### src/pkg/rcl_pkg.sv
// reset configuration strap latch: shared constants and carrier types
`default_nettype none
package rcl_pkg;
  ////////////////////////////////////////////////////////////////////////////
  // register port geometry
  localparam int RCL_ADDR_W = 4;
  localparam int RCL_DATA_W = 16;
  localparam logic [RCL_ADDR_W-1:0] RCL_OFS_RESET_CFG = 4'h0;
  localparam logic [RCL_ADDR_W-1:0] RCL_OFS_PART_ID = 4'h1;
  localparam logic [RCL_ADDR_W-1:0] RCL_OFS_CHIP_CFG = 4'h2;
  localparam logic [RCL_ADDR_W-1:0] RCL_OFS_PLL_STATUS = 4'h3;
  localparam logic [RCL_ADDR_W-1:0] RCL_OFS_CS0_MASK = 4'h4;
  localparam logic [RCL_DATA_W-1:0] RCL_READ_ZERO = 16'h0000;
  ////////////////////////////////////////////////////////////////////////////
  // reset_config_reg fields
  localparam int RCL_MODE_BIT = 0;
  localparam int RCL_BOOT_LSB = 3;
  localparam int RCL_PAD_BIT = 5;
  localparam int RCL_CSC_LSB = 8;
  localparam logic RCL_MODE_MASTER = 1'b1;
  // part_id_reg fields
  localparam int RCL_PART_LSB = 6;
  localparam int RCL_PART_W = 10;
  localparam int RCL_REV_W = 6;
  // chip_config_reg, pll_status_reg, chipsel0_mask_reg fields
  localparam int RCL_PAD_FULL_BIT = 15;
  localparam int RCL_PLL_CRYSTAL_BIT = 0;
  localparam int RCL_PLL_NORMAL_BIT = 1;
  localparam int RCL_PLL_ACTIVE_BIT = 2;
  localparam int RCL_CS0_VALID_BIT = 0;
  ////////////////////////////////////////////////////////////////////////////
  // override data pins sampled during reset
  localparam int RCL_DATA_PINS = 32;
  localparam int RCL_PIN_MODE = 16;
  localparam int RCL_PIN_BOOT_LSB = 19;
  localparam int RCL_PIN_PAD = 21;
  localparam int RCL_PIN_CSC_LSB = 24;
  localparam logic [31:0] RCL_OVR_PIN_MASK = 32'h0339_0000;
  ////////////////////////////////////////////////////////////////////////////
  // defaults when no override is requested
  localparam logic [1:0] RCL_BOOT_DEFAULT = 2'h0;
  localparam logic RCL_PAD_DEFAULT = 1'b0;
  localparam logic [1:0] RCL_CSC_DEFAULT = 2'h0;
  // boot port width codes
  localparam logic [1:0] RCL_BOOT_32A = 2'h0;
  localparam logic [1:0] RCL_BOOT_16 = 2'h1;
  localparam logic [1:0] RCL_BOOT_8 = 2'h2;
  localparam logic [1:0] RCL_BOOT_32B = 2'h3;
  // initial fetch addresses of stack pointer and program counter
  localparam logic [31:0] RCL_BOOT_SP_ADDR = 32'h0000_0000;
  localparam logic [31:0] RCL_BOOT_PC_ADDR = 32'h0000_0004;
  ////////////////////////////////////////////////////////////////////////////
  // clock mode codes on clock_mode_pins
  typedef enum logic [1:0] {
    RCL_CLK_EXT = 2'h0,
    RCL_CLK_ONE2ONE = 2'h1,
    RCL_CLK_PLL_EXTREF = 2'h2,
    RCL_CLK_PLL_XTAL = 2'h3
  } rcl_clk_mode_e;
  // captured chip configuration
  typedef struct packed {
    logic modeValid;
    logic [1:0] bootPortWidth;
    logic padStrength;
    logic [1:0] chipselPinConfig;
    rcl_clk_mode_e clockMode;
  } rcl_cfg_s;
  // pll mode bits shown in pll_status_reg
  typedef struct packed {
    logic pllActiveFlag;
    logic pllNormalSelect;
    logic pllCrystalRef;
  } rcl_pll_s;
  // register port request
  typedef struct packed {
    logic wr;
    logic rd;
    logic [RCL_ADDR_W-1:0] addr;
    logic [RCL_DATA_W-1:0] wdata;
  } rcl_bus_s;
endpackage : rcl_pkg
`default_nettype wire

### src/logic/rcl_reset_config.sv
// reset configuration strap latch: pin control, config registers, boot select
//
// The strobed register port and the register addresses were chosen for this implementation.
`default_nettype none
// Notes on behaviour
// bit 5 of reset config reads pad strength, 0 partial, 1 full.
// boot width codes 00/11 32-bit, 01 16-bit, 10 8-bit.
// chip mode bit always reads 1; override cannot change it.
// part id bits 15..6 hold a fixed part number.
// part id bits 5..0 hold the mask revision number.
// at reset start override pins become known inputs.
// override select is a pulled-up input in reset, then post-reset function.
// without override, defaults apply and data pins are ignored.
// with override, configuration follows sampled override data pins.
// D16 high gives master mode; low is reserved, no valid mode.
// D20..19 select boot width: 00/11 32, 10 8, 01 16.
// D21 low partial, high full pad drive, shown in pad field.
// clock mode pins select external, 1:1, normal external ref, crystal.
// pll bits 000, 100, 110, 111 per clock mode, fixed after reset.
// clock mode pins sampled only during reset, ignored afterwards.
// D25..24 select chip select pin assignment, fixed after reset.
// other data pins never affect reset configuration.
// outside circuitry stops driving data within a cycle of reset exit.
// override pins stay inputs until a cycle after reset exit; the logic keeps them inputs until two cycles after.
// outside party negates override select within a cycle of exit.
// boot chip select enabled after reset despite mask valid bit.
// software may rewrite pad full drive bit after reset.
// reset output is low while the chip is held in reset.
// reset config register is read only.
// configuration latched by reset exit, held until next reset.
module rcl_reset_config
  import rcl_pkg::*;
#(
  // arbitrary identification values
  parameter logic [RCL_PART_W-1:0] PART_NUMBER = 10'h155,
  parameter logic [RCL_REV_W-1:0] PART_REVISION = 6'h01
)
(
  // clock and reset
  input wire logic clk,
  input wire logic nrst,
  // reset controller hold request and reset output
  input wire logic resetHoldReq,
  output logic resetOutN,
  // override select pin
  input wire logic cfgOverrideN,
  output logic cfgOverridePullEn,
  output logic cfgOverrideFuncSel,
  // clock mode pins
  input wire logic [1:0] clockModePins,
  // data bus pins
  input wire logic [RCL_DATA_PINS-1:0] dataIn,
  output logic [RCL_DATA_PINS-1:0] dataOut,
  output logic [RCL_DATA_PINS-1:0] dataOe,
  // core side data drive
  input wire logic [RCL_DATA_PINS-1:0] coreDataOut,
  input wire logic [RCL_DATA_PINS-1:0] coreDataOe,
  // boot fetch and chip select
  input wire logic fetchReq,
  input wire logic [31:0] fetchAddr,
  output logic bootChipSelectN,
  // captured configuration
  output rcl_cfg_s cfgOut,
  output rcl_pll_s pllOut,
  output logic padFullDrive,
  // register port
  input wire rcl_bus_s bus,
  output logic [RCL_DATA_W-1:0] rdData
);
  ////////////////////////////////////////////////////////////////////////////
  // state
  typedef enum logic [2:0] {
    RCL_ST_RESET = 3'b001,
    RCL_ST_RELEASE = 3'b010,
    RCL_ST_RUN = 3'b100
  } rcl_phase_e;

  rcl_phase_e phase_q;
  rcl_phase_e phase_d;
  logic resetOut_q;
  logic padFull_q;
  logic cs0Valid_q;
  logic bootEn_q;
  logic [RCL_DATA_W-1:0] rdData_q;
  logic [RCL_DATA_W-1:0] rdData_d;
  logic [RCL_DATA_PINS-1:0] dataOut_q;
  logic sampleEn;
  logic pinsReleased;
  logic wrChipCfg;
  logic wrCs0Mask;
  rcl_cfg_s cfg;
  rcl_pll_s pll;
  logic [RCL_DATA_W-1:0] resetCfgWord;
  logic [RCL_DATA_W-1:0] partIdWord;

  ////////////////////////////////////////////////////////////////////////////
  // reset output
  // held low during reset
  always_ff @(posedge clk or negedge nrst)
  begin
    if (!nrst)
      resetOut_q <= 1'b0;
    else
      resetOut_q <= !resetHoldReq;
  end
  assign resetOutN = resetOut_q;
  assign sampleEn = !resetOut_q;

  ////////////////////////////////////////////////////////////////////////////
  // reset phase sequencing
  always_comb
  begin
    phase_d = phase_q;
    case (phase_q)
      RCL_ST_RESET:
        if (resetOut_q)
          phase_d = RCL_ST_RELEASE;
      RCL_ST_RELEASE:
        phase_d = resetOut_q ? RCL_ST_RUN : RCL_ST_RESET;
      RCL_ST_RUN:
        if (!resetOut_q)
          phase_d = RCL_ST_RESET;
      default:
        phase_d = RCL_ST_RESET;
    endcase
  end

  always_ff @(posedge clk or negedge nrst)
  begin
    if (!nrst)
      phase_q <= RCL_ST_RESET;
    else
      phase_q <= phase_d;
  end

  // outputs two cycles after exit
  assign pinsReleased = (phase_q == RCL_ST_RUN) && resetOut_q;

  ////////////////////////////////////////////////////////////////////////////
  // override select pin
  // pull-up in reset, then normal function
  assign cfgOverridePullEn = !resetOut_q;
  assign cfgOverrideFuncSel = resetOut_q;

  ////////////////////////////////////////////////////////////////////////////
  // data pin drive
  always_ff @(posedge clk or negedge nrst)
  begin
    if (!nrst)
      dataOut_q <= '0;
    else
      dataOut_q <= coreDataOut;
  end
  assign dataOut = dataOut_q;

  // override pins forced input
  generate
    for (genvar i = 0; i < RCL_DATA_PINS; i++)
    begin : g_pin_oe
      assign dataOe[i] = coreDataOe[i] && (!RCL_OVR_PIN_MASK[i] || pinsReleased);
    end
  endgenerate

  ////////////////////////////////////////////////////////////////////////////
  // strap capture
  // latched until reset exit
  rcl_strap_sample rcl_strap_sample_inst (
    .clk(clk),
    .nrst(nrst),
    .sampleEn(sampleEn),
    .cfgOverrideN(cfgOverrideN),
    .dataIn(dataIn),
    .clockModePins(clockModePins),
    .cfg_q(cfg)
  );
  assign cfgOut = cfg;

  // pll mode bits
  always_comb
  begin
    case (cfg.clockMode)
      RCL_CLK_EXT: pll = '{1'b0, 1'b0, 1'b0};
      RCL_CLK_ONE2ONE: pll = '{1'b1, 1'b0, 1'b0};
      RCL_CLK_PLL_EXTREF: pll = '{1'b1, 1'b1, 1'b0};
      RCL_CLK_PLL_XTAL: pll = '{1'b1, 1'b1, 1'b1};
      default: pll = '{1'b0, 1'b0, 1'b0};
    endcase
  end
  assign pllOut = pll;

  ////////////////////////////////////////////////////////////////////////////
  // software writes
  assign wrChipCfg = bus.wr && (bus.addr == RCL_OFS_CHIP_CFG);
  assign wrCs0Mask = bus.wr && (bus.addr == RCL_OFS_CS0_MASK);

  // pad drive writable after reset
  always_ff @(posedge clk or negedge nrst)
  begin
    if (!nrst)
      padFull_q <= RCL_PAD_DEFAULT;
    else if (sampleEn)
      padFull_q <= cfgOverrideN ? RCL_PAD_DEFAULT : dataIn[RCL_PIN_PAD];
    else if (wrChipCfg)
      padFull_q <= bus.wdata[RCL_PAD_FULL_BIT];
  end
  assign padFullDrive = padFull_q;

  always_ff @(posedge clk or negedge nrst)
  begin
    if (!nrst)
      cs0Valid_q <= 1'b0;
    else if (sampleEn)
      cs0Valid_q <= 1'b0;
    else if (wrCs0Mask)
      cs0Valid_q <= bus.wdata[RCL_CS0_VALID_BIT];
  end

  ////////////////////////////////////////////////////////////////////////////
  // boot chip select
  // enabled after reset
  always_ff @(posedge clk or negedge nrst)
  begin
    if (!nrst)
      bootEn_q <= 1'b1;
    else if (sampleEn)
      bootEn_q <= 1'b1;
    else if (wrCs0Mask)
      bootEn_q <= 1'b0;
  end
  assign bootChipSelectN = !(fetchReq && resetOut_q && (bootEn_q || cs0Valid_q));

  ////////////////////////////////////////////////////////////////////////////
  // register read
  // pad field
  // boot width field
  // mode fixed master
  assign resetCfgWord = RCL_DATA_W'({cfg.chipselPinConfig, 2'h0, cfg.padStrength,
                                     cfg.bootPortWidth, 2'h0, RCL_MODE_MASTER});
  // part number field
  // revision field
  assign partIdWord = {PART_NUMBER, PART_REVISION};

  always_comb
  begin
    rdData_d = RCL_READ_ZERO;
    case (bus.addr)
      RCL_OFS_RESET_CFG: rdData_d = resetCfgWord;
      RCL_OFS_PART_ID: rdData_d = partIdWord;
      RCL_OFS_CHIP_CFG: rdData_d[RCL_PAD_FULL_BIT] = padFull_q;
      RCL_OFS_PLL_STATUS:
      begin
        rdData_d[RCL_PLL_ACTIVE_BIT] = pll.pllActiveFlag;
        rdData_d[RCL_PLL_NORMAL_BIT] = pll.pllNormalSelect;
        rdData_d[RCL_PLL_CRYSTAL_BIT] = pll.pllCrystalRef;
      end
      RCL_OFS_CS0_MASK: rdData_d[RCL_CS0_VALID_BIT] = cs0Valid_q;
      default: rdData_d = RCL_READ_ZERO;
    endcase
  end

  // read only, writes ignored
  always_ff @(posedge clk or negedge nrst)
  begin
    if (!nrst)
      rdData_q <= RCL_READ_ZERO;
    else if (bus.rd)
      rdData_q <= rdData_d;
    else
      rdData_q <= RCL_READ_ZERO;
  end
  assign rdData = rdData_q;

  ////////////////////////////////////////////////////////////////////////////
  // checks
  a_mode_reads_one: assert property (
    @(posedge clk) disable iff (!nrst)
    bus.rd && bus.addr == RCL_OFS_RESET_CFG |=> rdData[RCL_MODE_BIT] == 1'b1)
    else $error("mode bit not master");
  a_reset_cfg_fields: assert property (
    @(posedge clk) disable iff (!nrst)
    bus.rd && bus.addr == RCL_OFS_RESET_CFG |=> rdData[RCL_PAD_BIT] == $past(cfg.padStrength)
      && rdData[RCL_BOOT_LSB +: 2] == $past(cfg.bootPortWidth)
      && rdData[RCL_CSC_LSB +: 2] == $past(cfg.chipselPinConfig))
    else $error("reset config fields wrong");
  a_part_id_read: assert property (
    @(posedge clk) disable iff (!nrst)
    bus.rd && bus.addr == RCL_OFS_PART_ID |=> rdData[RCL_PART_LSB +: RCL_PART_W] == PART_NUMBER
      && rdData[RCL_REV_W-1:0] == PART_REVISION)
    else $error("part id wrong");
  a_reset_out_low: assert property (
    @(posedge clk) disable iff (!nrst)
    resetHoldReq |=> !resetOutN)
    else $error("reset output not low in reset");
  a_pins_input_reset: assert property (
    @(posedge clk) disable iff (!nrst)
    !resetOutN ##1 resetOutN |-> (dataOe & RCL_OVR_PIN_MASK) == '0)
    else $error("override pin driven on exit cycle");
  a_pins_input_hold: assert property (
    @(posedge clk) disable iff (!nrst)
    !resetOutN |-> (dataOe & RCL_OVR_PIN_MASK) == '0 && cfgOverridePullEn && !cfgOverrideFuncSel)
    else $error("override pins not inputs in reset");
  a_cfg_frozen: assert property (
    @(posedge clk) disable iff (!nrst)
    resetOutN && $past(resetOutN) |-> $stable(cfg) && $stable(pll))
    else $error("configuration changed after reset");
  a_pll_crystal: assert property (
    @(posedge clk) disable iff (!nrst)
    cfg.clockMode == RCL_CLK_PLL_XTAL |-> pll == 3'b111)
    else $error("crystal mode bits wrong");
  a_pad_write: assert property (
    @(posedge clk) disable iff (!nrst)
    resetOutN && wrChipCfg |=> padFullDrive == $past(bus.wdata[RCL_PAD_FULL_BIT]))
    else $error("pad drive write lost");
  a_boot_cs_on: assert property (
    @(posedge clk) disable iff (!nrst)
    $rose(resetOutN) ##0 fetchReq |-> !bootChipSelectN)
    else $error("boot select not enabled after reset");
  a_ro_write: assert property (
    @(posedge clk) disable iff (!nrst)
    resetOutN && bus.wr && bus.addr == RCL_OFS_RESET_CFG |=> $stable(resetCfgWord))
    else $error("reset config changed by write");

  c_override_exit: cover property (
    @(posedge clk) disable iff (!nrst) !cfgOverrideN && !resetOutN ##1 resetOutN);
  c_default_exit: cover property (
    @(posedge clk) disable iff (!nrst) cfgOverrideN && !resetOutN ##1 resetOutN);
  c_boot_fetch: cover property (
    @(posedge clk) disable iff (!nrst)
    fetchReq && fetchAddr == RCL_BOOT_SP_ADDR ##[1:8] fetchReq && fetchAddr == RCL_BOOT_PC_ADDR);
  c_pad_rewrite: cover property (
    @(posedge clk) disable iff (!nrst) resetOutN && wrChipCfg);
endmodule : rcl_reset_config
`default_nettype wire

### src/logic/rcl_strap_sample.sv
// strap sampler: latches override pins and clock mode while reset is held
`default_nettype none
module rcl_strap_sample
  import rcl_pkg::*;
(
  // clock and reset
  input wire logic clk,
  input wire logic nrst,
  // sample window and pins
  input wire logic sampleEn,
  input wire logic cfgOverrideN,
  input wire logic [RCL_DATA_PINS-1:0] dataIn,
  input wire logic [1:0] clockModePins,
  // captured configuration
  output rcl_cfg_s cfg_q
);
  ////////////////////////////////////////////////////////////////////////////
  // sample every cycle of reset, freeze on exit
  always_ff @(posedge clk or negedge nrst)
  begin
    if (!nrst)
    begin
      cfg_q <= '{modeValid: RCL_MODE_MASTER, bootPortWidth: RCL_BOOT_DEFAULT,
                 padStrength: RCL_PAD_DEFAULT, chipselPinConfig: RCL_CSC_DEFAULT,
                 clockMode: RCL_CLK_EXT};
    end
    else if (sampleEn)
    begin
      // ignored after exit
      // clock mode pins
      cfg_q.clockMode <= rcl_clk_mode_e'(clockModePins);
      // only override pins read
      // override follows pins
      if (!cfgOverrideN)
      begin
        // mode from D16
        cfg_q.modeValid <= dataIn[RCL_PIN_MODE];
        // boot width pins
        cfg_q.bootPortWidth <= dataIn[RCL_PIN_BOOT_LSB +: 2];
        // pad strength pin
        cfg_q.padStrength <= dataIn[RCL_PIN_PAD];
        // chip select pins
        cfg_q.chipselPinConfig <= dataIn[RCL_PIN_CSC_LSB +: 2];
      end
      else
      begin
        // defaults, pins ignored
        cfg_q.modeValid <= RCL_MODE_MASTER;
        cfg_q.bootPortWidth <= RCL_BOOT_DEFAULT;
        cfg_q.padStrength <= RCL_PAD_DEFAULT;
        cfg_q.chipselPinConfig <= RCL_CSC_DEFAULT;
      end
    end
  end

  ////////////////////////////////////////////////////////////////////////////
  // checks
  a_default_ignores_pins: assert property (
    @(posedge clk) disable iff (!nrst)
    sampleEn && cfgOverrideN |=> cfg_q.bootPortWidth == RCL_BOOT_DEFAULT
      && cfg_q.padStrength == RCL_PAD_DEFAULT && cfg_q.chipselPinConfig == RCL_CSC_DEFAULT)
    else $error("default capture took pin levels");
  a_override_takes_pins: assert property (
    @(posedge clk) disable iff (!nrst)
    sampleEn && !cfgOverrideN |=> cfg_q.bootPortWidth == $past(dataIn[20:19])
      && cfg_q.padStrength == $past(dataIn[21]) && cfg_q.modeValid == $past(dataIn[16])
      && cfg_q.chipselPinConfig == $past(dataIn[25:24]))
    else $error("override capture mismatch");
  a_clock_pins_taken: assert property (
    @(posedge clk) disable iff (!nrst)
    sampleEn |=> cfg_q.clockMode == $past(clockModePins))
    else $error("clock mode not taken from pins");
  a_other_pins_ignored: assert property (
    @(posedge clk) disable iff (!nrst)
    sampleEn && $stable(dataIn & RCL_OVR_PIN_MASK) && $stable(cfgOverrideN)
      && $stable(clockModePins) && $past(sampleEn) && $past(nrst) |=> $stable(cfg_q))
    else $error("non override pin changed configuration");
endmodule : rcl_strap_sample
`default_nettype wire

### config.mk
export PLATFORM = sky130hd
export DESIGN_NAME = rcl_reset_config
export DESIGN_NICKNAME = d
export VERILOG_FILES = /design/src/pkg/rcl_pkg.sv /design/src/logic/rcl_reset_config.sv /design/src/logic/rcl_strap_sample.sv
export SDC_FILE = /design/constraint.sdc
export NUM_CORES = 1
export LEC_CHECK = 0
export BUFFER_PORTS_ARGS = -buffer_cell sky130_fd_sc_hd__buf_4
export CAP_MARGIN = 20
export CORE_AREA = 3 3 97 99
export CTS_CLUSTER_SIZE = 10
export DETAILED_ROUTE_END_ITERATION = 8
export DIE_AREA = 0 0 100 102
export GPL_TIMING_DRIVEN = 0
export PLACE_DENSITY_LB_ADDON = 0.25
export SYNTH_ARGS = -nofsm -noshare
export SYNTH_HDL_FRONTEND = slang
export SYNTH_SLANG_ARGS = --single-unit
### constraint.sdc
create_clock -name clk -period 1.4 [get_ports clk]
set_clock_uncertainty 0.2 [all_clocks]
set_input_delay 0.28 -clock clk [delete_from_list [all_inputs] [get_ports clk]]
set_output_delay 0.28 -clock clk [all_outputs]
set_load 0.02 [all_outputs]
==> flow_summary.yaml, run 1 <==
finish:
  drive_above_1_share_pct: 63.0
  fin_cells: 492
  seq_area_mm2: 0.00143
  n_antenna_cell: 0
  nNetsFinal: 536
  n_fill_cell: 779
  multi_input_area_um2: 443
  syn2layout_area_growth_pct: 109
floorplan:
  die_w_um: 100
  core_mm2: 0.00864
  num_io_pins: 253
  start_util_pct: 24.2
  dieArea_mm2: 0.0102
  die_height_um: 102
  rows: 34
synthesis:
  netlist.area_leader.share_pct: 64.6
  yosys_warnings: 0
  yosysMostFrequentCell: "dfrtp_1"
  ys_ff_latch: 57
  ys_types: 33
  synth_cells: 155
  synth_ff_type: "dfrtp_1"
  ys_seq_area_share_pct: 68.4
  syn_area_per_cell_um2: 13.5
  ys_async_sr_fraction_pct: 100
  synth_common_cells: "dfrtp_1, buf_4, and2_1"
  mappedNetlistArea_mm2: 0.00209
  yosysTopAreaCell: "dfrtp_1"
  synth_edf_count: 0
  synth.area.top_cells: "dfrtp_1, buf_4, dfstp_2"
flow_run:
  drv_cap: 0
global_route:
  grt_max_degree: 58
  antenna_found_initial: 0
  grt_pass1_vias: 2130
  grt_remaining_overflow: 0
  grt_pass1_wl_mm: 9.64
  grt_usage_pct: 12.2
clock_network:
  htree_levels: 3
  clk_pin_slew_ns: 0.07
  numCtsBuffers: 9
  cts_tree: "done"
  clk_latency_ns: 0.32
  cts_max_path_buffers: 2
  cts-root-buf: "clkbuf_8"
  cts_sinks: 57
placed_design:
  routabilityCongestion: 0.670
  port_buffers: 151
  place_inst: 416
  hpwlAfterDp_mm: 4.29
power_and_ir_drop:
  clockPowerShare_pct: 41.4
  ir_drop_uv: 424
  switchingPower_mw: 1.11
  p_leak_nw: 2.25
  p_seq_share_pct: 38.6
  swShare_pct: 23.8
  p_per_area_mw_per_mm2: 1070
  p_comb_share_pct: 20.0
  p_int_mw: 3.57
worst_hold_path:
  min_to: "rdData[1]"
  min_path_type: "primary input to flop"
  hold_path_depth: 3
  hold_start: "bus[17]"
timing:
  hold_viol: 0
  setup_tns_ns: -5.81
  grt_setup_unrepaired: "true"
  clock.fmax_mhz: 503
  tightest_slew_ns: 0.505
  fin_crit_ns: 1.99
  finalCritPeriodShare_pct: 142
  drv_slew: 0
  fin_ws_ns: -0.589
  relSlewSlack_pct: 66.3
  finalSetupViolCount: 22
  whs_ns: 0.0306
critical_path:
  reg2reg_depth: 6
  regToRegSetupSlack_ns: -0.23
  critPathCaptureType: "primary output"
  arrival_ns: 1.51
  worstReg2RegStart: "cfgOverrideFuncSel"
  cp-start-kind: "flop"
  r2r_end: "padFullDrive"
  worstPathMaxFanout: 6
  crit_required_ns: 0.92
  worstSetupPathType: "flop to primary output"
routing:
  ant_nets: 0
  drc: 0
  dr.pass1.iters: 4
  drtIter0Drc: 29
  vias: 1949
  via_per_inst: 3.96
  routed_wl_mm: 6.28
  route.detailed.wl_per_inst_um: 12.8
status:
  violations: "negative setup slack"
  status: "finished, violations left"
==> critical path, stage by stage (launching register included) <==
cell        delay (ns)
dfrtp_2           0.36
buf_6             0.10
clkinvlp_4        0.10
nor4b_4           0.20
buf_4             0.17
and2_4            0.14
buf_6             0.11
==> cells in the final DEF, fill, tap and decap left out, types with 3 or more instances in the layout <==
master	count
a22o_1	3
and2_4	7
and3_1	6
buf_4	173
buf_6	28
bufinv_16	3
clkbuf_8	11
conb_1	3
dfrtp_1	51
dfrtp_2	3
dfstp_2	3
dlygate4sd3_1	44
inv_1	3
nand2_1	5
nor2_1	6
==> how the worst max path moves through the flow <==
stage | end | from
6_report | dataOe[16] | cfgOverrideFuncSel
5_1_grt | dataOe[20] | cfgOverrideFuncSel
4_1_cts | dataOe[20] | cfgOverrideFuncSel
3_5_place_dp | dataOe[20] | cfgOverrideFuncSel
3_3_place_gp | dataOe[21] | cfgOverrideFuncSel
2_1_floorplan | dataOe[16] | cfgOverrideFuncSel
==> area by class of cell <==
class / instances / share of cell area (%)
Timing Repair Buffer: 211 / 40.8
Multi-Input combinational cell: 60 / 10.1
Clock inverter: 4 / 2.26
Sequential cell: 57 / 32.7
Inverter: 4 / 0.429
Buffer: 36 / 7.00
Clock buffer: 12 / 3.54
Tap cell: 108 / 3.09
==> sequential cells by signal (all words and copies together) (netlist names) <==
signal,flops
phase_q,3
bootEn_q,1
cs0Valid_q,1
rcl_strap_sample_inst.cfg_q,8
padFullDrive,1
dataOut,32
cfgOverrideFuncSel,1
rdData,10
==> logic make-up (layout without fill, tap and decap cells) <==
kind of cell,count (synthesis),count (layout),synth area share [%]
DFF,57,57,68.4
muxes,4,4,2.03
and+or+nand+nor,41,41,12.1
buffers and inverters,40,267,13.2
other,1,3,0.179
xor gates and xnor gates,1,1,0.419
AOI/OAI and AO/OA,11,11,3.77
==> metrics by stage <==
step           worst slack [ns]  cell area (um^2)  total power, mW  utilization, %
4_1_cts                  -0.650              4300             4.73            49.8
3_3_place_gp             -0.437              3400             2.57            39.4
3_5_place_dp             -0.431              3400             2.58            39.4
2_1_floorplan            -0.379              2130             2.17               -
5_1_grt                  -0.695              4380             4.88            50.7
6_report                 -0.589              4380             4.69            50.7
==> layer usage <==
metal | vias to the layer above | part of all wire [%] | global-route usage [%]
li1 | 925 | - | -
met1 | 898 | 37 | 13.6
met2 | 119 | 52 | 21.4
met3 | 7 | 10 | 3.48
met4 | 0 | 1.4 | 6.01
met5 | - | 0 | 0
==> what timing repair did <==
action                                  4_1_cts  5_1_grt
gates resized for setup                      37        9
hold buffers                                 44        0
hold endpoints to repair                     98        0
endpoints found under the setup margin       22       56
setup buffers                                10        7
pin swaps                                     8        3
==> power by group through the flow <==
stage               combinational (mW)  sequential, mW  clock [mW]
floorplan                        0.241            1.93           0
CTS                              0.904            1.81        2.01
finish                           0.938            1.81        1.94
global placement                 0.731            1.84           0
detailed placement               0.739            1.84           0
global route                      1.01            1.82        2.06
No activity file was read; power rests on OpenSTA's default activity.
==> run 2: changes to the inputs <==
Settings changed: REMOVE_ABC_BUFFERS set to 1.
==> run 2 against run 1 <==
Combinational power is 21% lower. Highest routed layer is now met5. Non-clock buffer count is 64 lower. Global-route usage rose by 2.0 points. Largest cell class unchanged. Fmax rose by 2.3%. The flow still finishes with violations (negative setup slack).
==> flow_summary.yaml, run 2 (synthesis gave the netlist of run 1 again) <==
critical_path:
  crit_family: "simple AND/OR/NAND/NOR gates"
  regToRegSetupSlack_ns: -0.11
  worstSetupPathType: "flop to primary output"
  critPathMaxStageDelay_ns: 0.39
  arrival_ns: 1.47
  cp-start-kind: "flop"
  crit_required_ns: 0.92
  worstPathCellList: "clkinvlp_4 > nor4b_4 > and2_1 > buf_6"
  critPathCaptureType: "primary output"
  crit_slowest_cell: "dfrtp_2"
  worstPathMaxFanout: 6
  cp.buffers_inverters: 2
finish:
  drive_above_1_share_pct: 53.1
  fin_util_pct: 44.2
  nNetsFinal: 472
  n_antenna_cell: 0
  fin_cells: 428
  n_fill_cell: 800
  final_cell_mix: "buf_4, dfrtp_1, dlygate4sd3_1"
  syn2layout_area_growth_pct: 82.4
  final_common_cell: "buf_4"
  largest_register_ffs: 32
timing:
  fin_ws_ns: -0.545
  finalCritPeriodShare_pct: 139
  tightest_slew_ns: 0.515
  setup_tns_ns: -5.26
  clock.fmax_mhz: 514
  whs_ns: 0.0195
  hold_viol: 0
  grt_setup_unrepaired: "true"
  drv_slew: 0
  relSlewSlack_pct: 65.6
  finalSetupViolCount: 19
  fin_crit_ns: 1.95
clock_network:
  clk_pin_slew_ns: 0.07
  htree_levels: 3
  cts_sinks: 57
  cts-root-buf: "clkbuf_8"
  cts_tree: "done"
  numCtsBuffers: 9
  cts_max_path_buffers: 2
  clk_latency_ns: 0.33
status:
  violations: "negative setup slack"
  status: "finished, violations left"
floorplan:
  die_w_um: 100
  start_util_pct: 24.2
  die_height_um: 102
  dieArea_mm2: 0.0102
  rows: 34
  num_io_pins: 253
  core_mm2: 0.00864
power_and_ir_drop:
  p_per_area_mw_per_mm2: 1100
  p_leak_nw: 1.90
  power_mw: 4.19
  ir_drop_uv: 459
placed_design:
  port_buffers: 125
  hpwlAfterDp_mm: 5.17
  place_inst: 354
  routabilityCongestion: 0.738
global_route:
  grt_pass1_vias: 1863
  grt_pass1_wl_mm: 10.5
  antenna_found_initial: 0
  grt_max_degree: 58
  grt_remaining_overflow: 0
  grt_usage_pct: 14.2
routing:
  vias: 1730
  via_per_inst: 4.04
  dr.pass1.iters: 4
  drc: 0
  route.detailed.wl_per_inst_um: 16.9
  routed_wl_mm: 7.24
  ant_nets: 0
  drtIter0Drc: 27
worst_hold_path:
  min_path_type: "primary input to flop"
flow_run:
  drv_cap: 0
-- run 2: report_power, final --
part           leakage [nW]  internal, mW  switching (mW)
Clock                 0.106         0.992           0.639
Combinational          1.10         0.422           0.320
Sequential            0.694          1.75          0.0660
-- run 2: path summary, 6_finish.rpt --
path,from,endpoint,cells past startpoint
hold / removal,dataIn[16],rcl_strap_sample_inst.cfg_q[7],3
min in group asynchronous,nrst,rcl_strap_sample_inst.cfg_q[0],2
hold reg to reg,rcl_strap_sample_inst.cfg_q[7],rcl_strap_sample_inst.cfg_q[7],2
setup reg to reg,cfgOverrideFuncSel,padFullDrive,5
max in group asynchronous,nrst,cfgOverrideFuncSel,2
setup / recovery,cfgOverrideFuncSel,dataOe[25],4
-- run 2: timing repair --
item	4_1_cts	5_1_grt
endpoints found under the setup margin	29	29
endpoints found under the hold margin	97	0
setup buffers	7	7
resized for setup	18	21
hold buffers	44	0
pin swaps	3	5
-- run 2: layout make-up --
cell class | count | area (um^2) | area share (%)
multi-input cells | 60 | 422 | 11.0
clock inverters | 6 | 82.6 | 2.16
clock buffers | 10 | 128 | 3.34
repair buffers | 183 | 1600 | 41.9
flip-flops and latches | 57 | 1430 | 37.5
inverters | 4 | 18.8 | 0.492
well taps | 108 | 135 | 3.54
-- run 2: layer usage --
layer  up-vias  GRT usage (%)  share of wire, %
met5         -           3.37              0.62
met4         2           5.28               1.4
met3        14           10.9                18
met2       132           18.7                41
met1       790           17.1                39
li1        792              -                 -
-- run 2: stage by stage --
step | instance area (um^2) | setup WS (ns)
6_report | 3820 | -0.545
5_1_grt | 3820 | -0.647
4_1_cts | 3680 | -0.563
3_5_place_dp | 2910 | -0.858
3_3_place_gp | 2910 | -0.828
2_1_floorplan | 1840 | -0.865
-- run 2: worst reg2reg max path, delay by kind of cell (launching register included) --
family | cells | cell delay (ns)
buffers and inverters | 2 | 0.29
and+or+nand+nor | 2 | 0.41
DFF | 1 | 0.43
muxes | 1 | 0.07
